==> config.mk <==
export PLATFORM = sky130hd
export DESIGN_NAME = lams_sequencer
export DESIGN_NICKNAME = d
export VERILOG_FILES = /design/src/include/lams_pkg.sv /design/src/hw/lams_sequencer.sv
export VERILOG_INCLUDE_DIRS = /design/src /design/src/include
export SDC_FILE = /design/constraint.sdc
export NUM_CORES = 1
export LEC_CHECK = 0
export BUFFER_PORTS_ARGS = -buffer_cell sky130_fd_sc_hd__buf_2
export CAP_MARGIN = 25
export CORE_UTILIZATION = 45
export DETAILED_ROUTE_END_ITERATION = 7
export HOLD_SLACK_MARGIN = 0.08
export PLACE_DENSITY = 0.71
export SLEW_MARGIN = 40
export SYNTH_ARGS = -nofsm -noshare
export SYNTH_HDL_FRONTEND = slang
export SYNTH_SLANG_ARGS = --single-unit
==> constraint.sdc <==
create_clock -name clk_i -period 5.5 [get_ports clk_i]
set_input_delay 0.55 -clock clk_i [delete_from_list [all_inputs] [get_ports clk_i]]
set_output_delay 0.55 -clock clk_i [all_outputs]
set_load 0.01 [all_outputs]
==> src/include/lams_params.svh <==
// Register map, field positions, reset values and timing for the sequencer
`ifndef LAMS_PARAMS_SVH
`define LAMS_PARAMS_SVH

// ==========================================================
// Register offsets (byte addresses, one word each)
`define LAMS_OPMODE_ADDR   8'h00
`define LAMS_CFG1_ADDR     8'h04
`define LAMS_IDLE_ADDR     8'h08
`define LAMS_RXWIN_ADDR    8'h0C
`define LAMS_OSC_ADDR      8'h10
`define LAMS_AUTO_ADDR     8'h14
`define LAMS_TIMEOUT_ADDR  8'h18
`define LAMS_STATUS_ADDR   8'h1C
`define LAMS_PKT_ADDR      8'h20

// ==========================================================
// Field positions
`define LAMS_OP_LISTEN     6
`define LAMS_OP_ABORT      5
`define LAMS_CFG_CRIT      3
`define LAMS_OSC_START     7
`define LAMS_OSC_DONE      6
`define LAMS_OSC_BUSY      5
`define LAMS_PKT_MODE      0
`define LAMS_PKT_AES       1
`define LAMS_PKT_UNLIM     2

// ==========================================================
// Reset values
`define LAMS_MODE_RESET    3'h1
`define LAMS_COEF_RESET    8'h01
`define LAMS_BASE_RESET    2'h1

// ==========================================================
// Timing
`define LAMS_CLK_NS        5
`define LAMS_TICK_US       64
`define LAMS_MID_MULT      21'h000040
`define LAMS_LONG_MULT     21'h001000
`define LAMS_CAL_CYCLES    1024
`define LAMS_BIT_CYCLES    100
`define LAMS_TO_SHIFT      4'h0
`define LAMS_FIFO_BYTES    9'h042
`define LAMS_LEN_BYTES     9'h0FF

`endif

==> src/include/lams_pkg.sv <==
// Types shared by the listen and auto-mode sequencer
package lams_pkg;

  // ==========================================================
  // Radio operating modes
  typedef enum logic [2:0] {
    MODE_SLEEP = 3'h0,
    MODE_STDBY = 3'h1,
    MODE_SYNTH = 3'h2,
    MODE_TX    = 3'h3,
    MODE_RX    = 3'h4
  } lams_mode_t;

  // ==========================================================
  // Duty-cycle states, one-hot
  typedef enum logic [4:0] {
    ST_MANUAL = 5'h01,
    ST_IDLE   = 5'h02,
    ST_WINDOW = 5'h04,
    ST_HOLD   = 5'h08,
    ST_STOP   = 5'h10
  } lams_state_t;

  // ==========================================================
  // End-of-cycle actions
  typedef enum logic [1:0] {
    END_STAY   = 2'h0,
    END_MODE   = 2'h1,
    END_RESUME = 2'h2,
    END_RSVD   = 2'h3
  } lams_end_t;

  // ==========================================================
  // Packet handler flags
  typedef struct packed {
    logic signal_level_threshold;
    logic pattern_match_flag;
    logic payload_complete_flag;
    logic buffer_level_flag;
    logic frame_sent_flag;
    logic checksum_good_flag;
    logic buffer_nonempty_flag;
  } lams_flags_t;

endpackage
==> src/hw/lams_sequencer.sv <==
// Listen duty-cycle, auto-mode and data-mode sequencer with APB registers
// ==========================================================
`timescale 1ns/10ps
`include "lams_params.svh"

module lams_sequencer
  import lams_pkg::*;
#(
  parameter int unsigned TICK_CYCLES = `LAMS_TICK_US * 1000 / `LAMS_CLK_NS,
  parameter int unsigned CAL_CYCLES  = `LAMS_CAL_CYCLES,
  parameter int unsigned BIT_CYCLES  = `LAMS_BIT_CYCLES
)
(
  // Clock and reset
  input  wire logic        clk_i,
  input  wire logic        reset_n_i,
  // APB slave
  input  wire logic        psel_i,
  input  wire logic        penable_i,
  input  wire logic        pwrite_i,
  input  wire logic [7:0]  paddr_i,
  input  wire logic [31:0] pwdata_i,
  output logic [31:0]      prdata_o,
  output logic             pready_o,
  output logic             pslverr_o,
  // Packet handler flags
  input  wire lams_flags_t flags_i,
  // Radio control
  output logic [2:0]       radio_mode_o,
  output logic             rx_enable_o,
  output logic             rc_osc_on_o,
  output logic             buffer_clear_o,
  output logic             rx_timeout_o,
  // Data path
  input  wire logic        demod_bit_i,
  input  wire logic        frame_bit_i,
  output logic             mod_bit_o,
  input  wire logic        serial_data_pin_i,
  output logic             serial_data_pin_o,
  output logic             serial_data_pin_oe_o,
  output logic             frame_engine_on_o,
  output logic [8:0]       payload_limit_o
);

  // ==========================================================
  // Helpers
  function automatic logic addr_known(input logic [7:0] a);
    if (a == `LAMS_OPMODE_ADDR) return 1'b1;
    else if (a == `LAMS_CFG1_ADDR) return 1'b1;
    else if (a == `LAMS_IDLE_ADDR) return 1'b1;
    else if (a == `LAMS_RXWIN_ADDR) return 1'b1;
    else if (a == `LAMS_OSC_ADDR) return 1'b1;
    else if (a == `LAMS_AUTO_ADDR) return 1'b1;
    else if (a == `LAMS_TIMEOUT_ADDR) return 1'b1;
    else if (a == `LAMS_STATUS_ADDR) return 1'b1;
    else if (a == `LAMS_PKT_ADDR) return 1'b1;
    else return 1'b0;
  endfunction

  // Phase length in 64 us ticks; coefficient 0 acts as 1
  function automatic logic [20:0] phase_units(input logic [1:0] base,
                                              input logic [7:0] coef);
    logic [20:0] mult;
    logic [20:0] c;
    mult = 21'h000001;
    c    = {13'h0000, coef};
    if (coef == 8'h00)
      c = 21'h000001;
    case (base)
      2'h2:    mult = `LAMS_MID_MULT;
      2'h3:    mult = `LAMS_LONG_MULT;
      default: mult = 21'h000001;
    endcase
    return 21'(mult * c);
  endfunction

  function automatic logic cond_hit(input logic [2:0]  sel,
                                    input lams_flags_t rise,
                                    input logic        ne_fall);
    case (sel)
      3'h1:    return rise.buffer_level_flag;
      3'h2:    return rise.frame_sent_flag;
      3'h3:    return rise.checksum_good_flag;
      3'h4:    return ne_fall;
      3'h5:    return rise.payload_complete_flag;
      3'h6:    return rise.signal_level_threshold;
      3'h7:    return rise.pattern_match_flag;
      default: return 1'b0;
    endcase
  endfunction

  // ==========================================================
  // Registers
  logic [2:0]  mode_bits;
  logic        listen_en;
  logic        abort;
  logic [1:0]  idle_base;
  logic [1:0]  rx_base;
  logic        criteria;
  lams_end_t   end_action;
  logic [7:0]  idle_coef;
  logic [7:0]  rx_coef;
  logic [2:0]  enter_sel;
  logic [2:0]  exit_sel;
  logic [2:0]  transit_mode;
  logic [7:0]  to_start;
  logic [7:0]  to_level;
  logic        pkt_mode;
  logic        pkt_aes;
  logic        pkt_unlim;

  logic        wr;
  logic        rd_setup;
  assign wr       = psel_i && penable_i && pwrite_i && addr_known(paddr_i);
  assign rd_setup = psel_i && !penable_i;

  always_ff @(posedge clk_i)
  begin
    if (!reset_n_i)
    begin
      mode_bits    <= `LAMS_MODE_RESET;
      listen_en    <= 1'b0;
      abort        <= 1'b0;
      idle_base    <= `LAMS_BASE_RESET;
      rx_base      <= `LAMS_BASE_RESET;
      criteria     <= 1'b0;
      end_action   <= END_STAY;
      idle_coef    <= `LAMS_COEF_RESET;
      rx_coef      <= `LAMS_COEF_RESET;
      enter_sel    <= 3'h0;
      exit_sel     <= 3'h0;
      transit_mode <= 3'h0;
      to_start     <= 8'h00;
      to_level     <= 8'h00;
      pkt_mode     <= 1'b1;
      pkt_aes      <= 1'b0;
      pkt_unlim    <= 1'b0;
    end
    else if (wr)
    begin
      if (paddr_i == `LAMS_OPMODE_ADDR)
      begin
        mode_bits <= pwdata_i[2:0];
        listen_en <= pwdata_i[`LAMS_OP_LISTEN];
        abort     <= pwdata_i[`LAMS_OP_ABORT];
      end
      else if (paddr_i == `LAMS_CFG1_ADDR)
      begin
        idle_base  <= pwdata_i[7:6];
        rx_base    <= pwdata_i[5:4];
        criteria   <= pwdata_i[`LAMS_CFG_CRIT];
        end_action <= lams_end_t'(pwdata_i[2:1]);
      end
      else if (paddr_i == `LAMS_IDLE_ADDR)
        idle_coef <= pwdata_i[7:0];
      else if (paddr_i == `LAMS_RXWIN_ADDR)
        rx_coef <= pwdata_i[7:0];
      else if (paddr_i == `LAMS_AUTO_ADDR)
      begin
        enter_sel    <= pwdata_i[7:5];
        exit_sel     <= pwdata_i[4:2];
        transit_mode <= pwdata_i[10:8];
      end
      else if (paddr_i == `LAMS_TIMEOUT_ADDR)
      begin
        to_start <= pwdata_i[7:0];
        to_level <= pwdata_i[15:8];
      end
      else if (paddr_i == `LAMS_PKT_ADDR)
      begin
        pkt_mode  <= pwdata_i[`LAMS_PKT_MODE];
        pkt_aes   <= pwdata_i[`LAMS_PKT_AES];
        pkt_unlim <= pwdata_i[`LAMS_PKT_UNLIM];
      end
    end
  end

  // ==========================================================
  // RC oscillator calibration
  logic        cal_busy;
  logic        cal_done;
  logic [15:0] cal_cnt;
  logic        cal_end;
  logic        cal_req;
  assign cal_end = cal_busy && (cal_cnt == 16'(CAL_CYCLES - 1));
  assign cal_req = wr && (paddr_i == `LAMS_OSC_ADDR)
                   && pwdata_i[`LAMS_OSC_START];

  always_ff @(posedge clk_i)
  begin
    if (!reset_n_i)
    begin
      cal_busy <= 1'b1;
      cal_done <= 1'b0;
      cal_cnt  <= 16'h0000;
    end
    else if (cal_end)
    begin
      // Completion wins over a start landing in the same cycle
      cal_busy <= 1'b0;
      cal_done <= 1'b1;
      cal_cnt  <= 16'h0000;
    end
    else if (cal_req)
    begin
      cal_busy <= 1'b1;
      cal_done <= 1'b0;
      cal_cnt  <= 16'h0000;
    end
    else if (cal_busy)
      cal_cnt <= cal_cnt + 16'h0001;
  end

  // ==========================================================
  // Duty-cycle state machine
  lams_state_t state;
  lams_state_t next_state;
  logic [2:0]  next_mode;
  logic        next_stop_rx;
  logic        stop_rx;
  logic        discard_pend;
  logic        level_seen;
  logic        phase_done;
  logic        accept;
  logic        timeout_hit;

  assign accept = level_seen
                  && (!criteria || flags_i.pattern_match_flag);

  always_comb
  begin
    next_state   = state;
    next_stop_rx = stop_rx;
    if (!listen_en || abort)
      next_state = ST_MANUAL;
    else
    begin
      case (state)
        ST_MANUAL:
          if (radio_mode_o == MODE_STDBY)
            next_state = ST_IDLE;
        ST_IDLE:
          if (phase_done)
            next_state = ST_WINDOW;
        ST_WINDOW:
          if (accept && end_action == END_STAY)
          begin
            next_state   = ST_STOP;
            next_stop_rx = 1'b1;
          end
          else if (accept)
            next_state = ST_HOLD;
          else if (phase_done)
            next_state = ST_IDLE;
        ST_HOLD:
          if (flags_i.payload_complete_flag || timeout_hit)
          begin
            if (end_action == END_MODE)
            begin
              next_state   = ST_STOP;
              next_stop_rx = 1'b0;
            end
            else
              next_state = ST_IDLE;
          end
        default:
          next_state = ST_STOP;
      endcase
    end
  end

  always_ff @(posedge clk_i)
  begin
    if (!reset_n_i)
    begin
      state   <= ST_MANUAL;
      stop_rx <= 1'b0;
    end
    else
    begin
      state   <= next_state;
      stop_rx <= next_stop_rx;
    end
  end

  // Buffer is dropped at the wake-up that follows a resumed cycle
  always_ff @(posedge clk_i)
  begin
    if (!reset_n_i)
    begin
      discard_pend   <= 1'b0;
      buffer_clear_o <= 1'b0;
    end
    else
    begin
      buffer_clear_o <= discard_pend && state == ST_IDLE
                        && next_state == ST_WINDOW;
      if (state == ST_HOLD && next_state == ST_IDLE)
        discard_pend <= 1'b1;
      else if (next_state == ST_MANUAL || buffer_clear_o)
        discard_pend <= 1'b0;
    end
  end

  // ==========================================================
  // Phase timer; restarts on every state change
  logic [15:0] tick_cnt;
  logic        tick;
  logic [20:0] phase_cnt;
  logic [20:0] phase_len;
  assign tick      = tick_cnt == 16'(TICK_CYCLES - 1);
  // Window timing starts at receiver turn-on, so wake-up is inside it
  assign phase_len = (state == ST_WINDOW) ? phase_units(rx_base, rx_coef)
                     : phase_units(idle_base, idle_coef);
  assign phase_done = tick && (phase_cnt + 21'h000001 >= phase_len);

  always_ff @(posedge clk_i)
  begin
    if (!reset_n_i || next_state != state || cal_busy)
    begin
      // Timing waits for the RC calibration to settle
      tick_cnt  <= 16'h0000;
      phase_cnt <= 21'h000000;
    end
    else if (tick)
    begin
      tick_cnt  <= 16'h0000;
      phase_cnt <= phase_cnt + 21'h000001;
    end
    else
      tick_cnt <= tick_cnt + 16'h0001;
  end

  // ==========================================================
  // Auto-mode sequencing
  lams_flags_t flags_prev;
  lams_flags_t flags_rise;
  logic        ne_fall;
  logic        auto_on;
  logic        in_transit;
  assign flags_rise = flags_i & ~flags_prev;
  assign ne_fall    = flags_prev.buffer_nonempty_flag
                      && !flags_i.buffer_nonempty_flag;
  // One-sided configuration is treated as disabled
  assign auto_on    = (enter_sel != 3'h0) && (exit_sel != 3'h0);

  always_ff @(posedge clk_i)
  begin
    if (!reset_n_i)
    begin
      flags_prev <= '0;
      in_transit <= 1'b0;
    end
    else
    begin
      flags_prev <= flags_i;
      if (!auto_on || state != ST_MANUAL)
        in_transit <= 1'b0;
      else if (!in_transit && cond_hit(enter_sel, flags_rise, ne_fall))
        in_transit <= 1'b1;
      else if (in_transit && cond_hit(exit_sel, flags_rise, ne_fall))
        in_transit <= 1'b0;
    end
  end

  // ==========================================================
  // Effective radio mode
  always_comb
  begin
    case (next_state)
      ST_IDLE:   next_mode = MODE_SLEEP;
      ST_WINDOW: next_mode = MODE_RX;
      ST_HOLD:   next_mode = MODE_RX;
      ST_STOP:   next_mode = next_stop_rx ? MODE_RX : mode_bits;
      default:   next_mode = in_transit ? transit_mode : mode_bits;
    endcase
  end

  always_ff @(posedge clk_i)
  begin
    if (!reset_n_i)
    begin
      radio_mode_o <= `LAMS_MODE_RESET;
      rx_enable_o  <= 1'b0;
      rc_osc_on_o  <= 1'b1;
    end
    else
    begin
      radio_mode_o <= next_mode;
      rx_enable_o  <= next_mode == MODE_RX;
      rc_osc_on_o  <= cal_busy || next_state != ST_MANUAL;
    end
  end

  // ==========================================================
  // Receive timeout in units of 16 bit periods
  logic [15:0] bit_pre;
  logic [11:0] bit_cnt;
  logic [11:0] to_len;
  logic        in_rx;
  assign in_rx  = radio_mode_o == MODE_RX;
  assign to_len = level_seen ? {to_level, `LAMS_TO_SHIFT}
                  : {to_start, `LAMS_TO_SHIFT};
  assign timeout_hit = rx_timeout_o;

  always_ff @(posedge clk_i)
  begin
    if (!reset_n_i || !in_rx)
    begin
      level_seen   <= 1'b0;
      bit_pre      <= 16'h0000;
      bit_cnt      <= 12'h000;
      rx_timeout_o <= 1'b0;
    end
    else
    begin
      rx_timeout_o <= 1'b0;
      if (flags_i.signal_level_threshold && !level_seen)
      begin
        // Level rise restarts the count with the second figure
        level_seen <= 1'b1;
        bit_pre    <= 16'h0000;
        bit_cnt    <= 12'h000;
      end
      else if (bit_pre == 16'(BIT_CYCLES - 1))
      begin
        bit_pre <= 16'h0000;
        if (to_len != 12'h000 && bit_cnt + 12'h001 == to_len)
          rx_timeout_o <= 1'b1;
        if (bit_cnt != 12'hFFF)
          bit_cnt <= bit_cnt + 12'h001;
      end
      else
        bit_pre <= bit_pre + 16'h0001;
    end
  end

  // ==========================================================
  // Data operation modes
  always_ff @(posedge clk_i)
  begin
    if (!reset_n_i)
    begin
      mod_bit_o            <= 1'b0;
      serial_data_pin_o    <= 1'b0;
      serial_data_pin_oe_o <= 1'b0;
      frame_engine_on_o    <= 1'b0;
      payload_limit_o      <= `LAMS_FIFO_BYTES;
    end
    else
    begin
      // One register stage only; no byte buffering in continuous mode
      mod_bit_o            <= pkt_mode ? frame_bit_i
                              : serial_data_pin_i;
      serial_data_pin_o    <= demod_bit_i;
      serial_data_pin_oe_o <= !pkt_mode && in_rx;
      frame_engine_on_o    <= pkt_mode;
      if (pkt_unlim && !pkt_aes)
        payload_limit_o <= 9'h000;
      else if (pkt_aes)
        payload_limit_o <= `LAMS_FIFO_BYTES;
      else
        payload_limit_o <= `LAMS_LEN_BYTES;
    end
  end

  // ==========================================================
  // APB read path; data latched in the setup cycle
  assign pready_o  = 1'b1;
  assign pslverr_o = psel_i && penable_i && !addr_known(paddr_i);

  always_ff @(posedge clk_i)
  begin
    if (!reset_n_i)
      prdata_o <= 32'h00000000;
    else if (rd_setup)
    begin
      prdata_o <= 32'h00000000;
      if (paddr_i == `LAMS_OPMODE_ADDR)
        prdata_o[7:0] <= {1'b0, listen_en, abort, 2'h0, mode_bits};
      else if (paddr_i == `LAMS_CFG1_ADDR)
        prdata_o[7:0] <= {idle_base, rx_base, criteria, end_action, 1'b0};
      else if (paddr_i == `LAMS_IDLE_ADDR)
        prdata_o[7:0] <= idle_coef;
      else if (paddr_i == `LAMS_RXWIN_ADDR)
        prdata_o[7:0] <= rx_coef;
      else if (paddr_i == `LAMS_OSC_ADDR)
        prdata_o[7:0] <= {1'b0, cal_done, cal_busy, 5'h00};
      else if (paddr_i == `LAMS_AUTO_ADDR)
        prdata_o[10:0] <= {transit_mode, enter_sel, exit_sel, 2'h0};
      else if (paddr_i == `LAMS_TIMEOUT_ADDR)
        prdata_o[15:0] <= {to_level, to_start};
      else if (paddr_i == `LAMS_STATUS_ADDR)
        prdata_o[9:0] <= {stop_rx, in_transit, state, radio_mode_o};
      else if (paddr_i == `LAMS_PKT_ADDR)
        prdata_o[2:0] <= {pkt_unlim, pkt_aes, pkt_mode};
    end
  end

endmodule

==> results.toml <==
[status]
status = "completed"

[global_routing]
grt_antenna_before_repair = 0
grt.met2_usage_pct = 34.70
grt_use_met3_pct = 4.095
grt_pass1_vias = 8420
grt_usage_pct = 22.04
grt-ovfl-total = 0
grt_max_degree = 71
groute.layer.met1.usage_pct = 30.90
busiest_layer = "met2"
grt_pass1_wl_microns = 42740

[power_and_ir_drop]
pwr_density_cell_nw_per_um2 = 228.8
ir_drop_mv = 0.1945
p_leak_nw = 4.470

[setup_path]
cpMostUsedCell = "ha_1"
required_ns = 5.83
critPathBufInv = 1
crit_path_start_kind = "flip-flop"
critical_path_class = "reg2reg"
worst_path_max_delay_cell = "a221oi_1"
cp_max_fo = 12
max_stage_delay_ns = 0.48
end_kind = "flip-flop"
worst_ep_arrival_time_ns = 5.34
path_delay_family = "compound AO/OA/AOI/OAI gates"
reg2reg_slack_ns = 0.49
cp_cell_sequence = "nor4_1 > a21oi_1 > nor2b_1 > ha_1 > ha_1 > ha_1 > inv_1 > fa_1 > o21ai_0 > a21oi_1 > xnor2_1 > nand2_1 > o21ai_0 > ha_1 > and2_1 > a221o_1 > a221oi_1 > o211a_1 > o211ai_1 > and3b_1 > nor4b_1"

[cts]
cts_root_buf = "clkbuf_16"
hold_buffers = 0
clk_pin_slew_ns = 0.07
cts-root-to-sink-buffers = 2
clock_sinks = 184
numCtsBuffers = 17
cts_resized = 0
cts_tree = "built"
clk_latency_ns = 0.44
h-tree-depth = 4
post_cts_buffers = 0

[synth]
synth_cells = 1277
synth_area_sq_um = 10590
ys.flop_type = "dfxtp_1"
ys_types = 75
synthArstFlopShare_pct = 0
synth-seq-area-share_pct = 34.77
synth-edff-count = 0
synth_seq_cells = 184
ys_warn_count = 0
syn_avg_cell_area_sq_um = 8.296

[timing]
fin_setup_tns_ns = 0
period_minus_slack_ns = 5.012
fin_skew_ns = 0.01399
rsz0062_at_grt = "no"
relSlewSlack_pct = 49.60
max_clock_freq_mhz = 199.5
hold_viol = 0
setup_viol = 0
final_max_slew_viol_count = 0
tightest_slew_ns = 0.7502
min_period_over_period_pct = 91.14

[die]
pin_count = 109
die_h_microns = 155.4
row_count = 55
initial_core_util_pct = 46.37
dieArea_sq_um = 24160
die_x_microns = 155.4
core_sq_um = 22850

[placed_design]
port-buffer-count = 74
dp_hpwl_microns = 19310
gp_congestion = 0.9771

[finish]
drive_above_1_share_pct = 11.50
diodes = 0
post-route-util_pct = 51.36
fillers = 2132
area_growth_syn_to_layout_pct = 10.76
final_nets = 1428

[job]
maxCapViolCount = 0

[route]
num_vias = 9136
drtAntennaViolNets = 0
drc = 0
first_pass_iters = 5
viasPerCell = 5.557
initialDrtViolationCount = 948
wl_microns = 26150
detail_route.wl_per_cell_microns = 15.90

[worst_hold_path]
hold_path_class = "in2reg"
logic make-up after synthesis:
| kind of cell | count (synthesis) | share of synthesized area [%] |
|---|---|---|
| AOI/OAI and AO/OA | 169 | 10.52 |
| other | 2 | 0.07089 |
| DFF | 184 | 34.77 |
| buffers and inverters | 106 | 4.854 |
| and+or+nand+nor | 571 | 26.27 |
| xor gates and xnor gates | 124 | 10.25 |
| adders and majority gates | 55 | 6.638 |
| muxes | 66 | 6.626 |
worst register-to-register path, stage by stage, from the launching register on:
cell	delay, ns
dfxtp_1	0.42
nor4_1	0.33
a21oi_1	0.16
nor2b_1	0.14
ha_1	0.15
ha_1	0.14
ha_1	0.18
inv_1	0.06
fa_1	0.43
o21ai_0	0.20
a21oi_1	0.13
xnor2_1	0.17
nand2_1	0.07
o21ai_0	0.16
ha_1	0.31
and2_1	0.19
a221o_1	0.33
a221oi_1	0.48
o211a_1	0.25
o211ai_1	0.08
and3b_1	0.22
nor4b_1	0.32
flip-flops by register name, indices dropped and copies added (netlist names), 2 cells and up:
signal and cells:
phase_cnt 21, idle_coef 8, exit_sel 3, to_start 8, bit_pre 16, bit_cnt 12
payload_limit_o 2, transit_mode 3, radio_mode_o 3, state 5, cal_cnt 16, prdata_o 16
to_level 8, end_action 2, tick_cnt 16, rx_coef 8, flags_prev 7, enter_sel 3
mode_bits 3, idle_base 2, rx_base 2
cells in the final DEF (no fill, tap or decap), drive strengths merged, types with 18 or more instances in the layout:
cell type	Yosys	final
nor2	191	191
dfxtp	184	184
nand2	135	135
buf	40	86
xor2	63	63
xnor2	61	61
mux2i	60	60
nand3	59	59
a21oi	55	55
ha	53	53
inv	26	33
and3	30	30
o21ai	30	30
and2	27	27
nor3	26	26
nand4	19	19
conb	2	18
metrics by stage:
step                      setup WS (ns)  instances  hold WS, ns  total power [mW]  instance area (sq um)
final                            0.4876       1644       0.3150             2.685                  11730
after detailed placement         0.4946       1612       0.4482             1.475                  11110
after global placement           0.6026       1612       0.4411             1.474                  11090
after CTS                        0.4235       1644       0.3030             2.706                  11710
after floorplan                   1.059       1293       0.4088             1.441                  10650
after global routing            0.08473       1644       0.2964             2.774                  11730
worst paths after layout:
path	cells past startpoint	startpoint	end
worst max-delay path	21	rx_coef[4]	rx_enable_o
worst min-delay path	2	demod_bit_i	serial_data_pin_o
worst max register to register	21	rx_coef[4]	rx_enable_o
worst min register to register	2	prdata_o[15]	prdata_o[15]
layer usage:
metal	share of wire (%)	vias up	routed length, microns
met5	0	-	0
met4	1.4	0	375
met3	6.2	39	1613
met2	46	287	11900
met1	47	4319	12250
li1	-	4491	-
synthesized netlist by cell type, types with 3 or more instances:
cell | count | share of area, %
and4_1 | 7 | 0.58
nor2b_1 | 17 | 1.0
a211oi_1 | 7 | 0.50
or3_1 | 4 | 0.24
o22ai_1 | 4 | 0.24
mux2_2 | 3 | 0.32
a31oi_1 | 15 | 0.89
buf_4 | 24 | 1.7
xnor2_1 | 61 | 5.0
nand2_1 | 134 | 4.7
o211ai_1 | 6 | 0.43
mux4_2 | 3 | 0.64
inv_1 | 25 | 0.89
a222oi_1 | 6 | 0.57
or4_1 | 4 | 0.28
a41oi_1 | 4 | 0.33
nor2_1 | 181 | 6.4
buf_1 | 5 | 0.18
ha_1 | 53 | 6.3
nand2b_1 | 12 | 0.71
a221oi_1 | 9 | 0.74
nor3_1 | 25 | 1.2
mux2i_1 | 60 | 5.7
a22oi_1 | 3 | 0.21
nand3b_1 | 3 | 0.21
nor4_1 | 12 | 0.71
and2_1 | 27 | 1.6
nor3b_1 | 9 | 0.64
clkbuf_1 | 40 | 1.4
nor2_2 | 10 | 0.59
buf_2 | 9 | 0.43
dfxtp_1 | 184 | 35
a21o_1 | 3 | 0.21
nand3_1 | 59 | 2.8
a21oi_1 | 55 | 2.6
o21ai_0 | 29 | 1.4
nand4_1 | 19 | 1.1
xor2_1 | 63 | 5.2
nor4b_1 | 4 | 0.33
and3_1 | 30 | 1.8
area by class of cell:
cell class,instances,area (sq um),area share [%]
clock buffers,17,425.4,3.625
clock inverters,15,177.7,1.514
inverters,26,97.59,0.8317
multi-input cells,1003,6497,55.37
flip-flops and latches,184,3684,31.39
well taps,313,391.6,3.338
repair buffers,86,460.4,3.924
power breakdown:
part           switching [mW]  internal [mW]
clock                   0.588          0.651
combinational          0.0676         0.0315
sequential            0.00614           1.34
(Power assumes the default switching activity.)
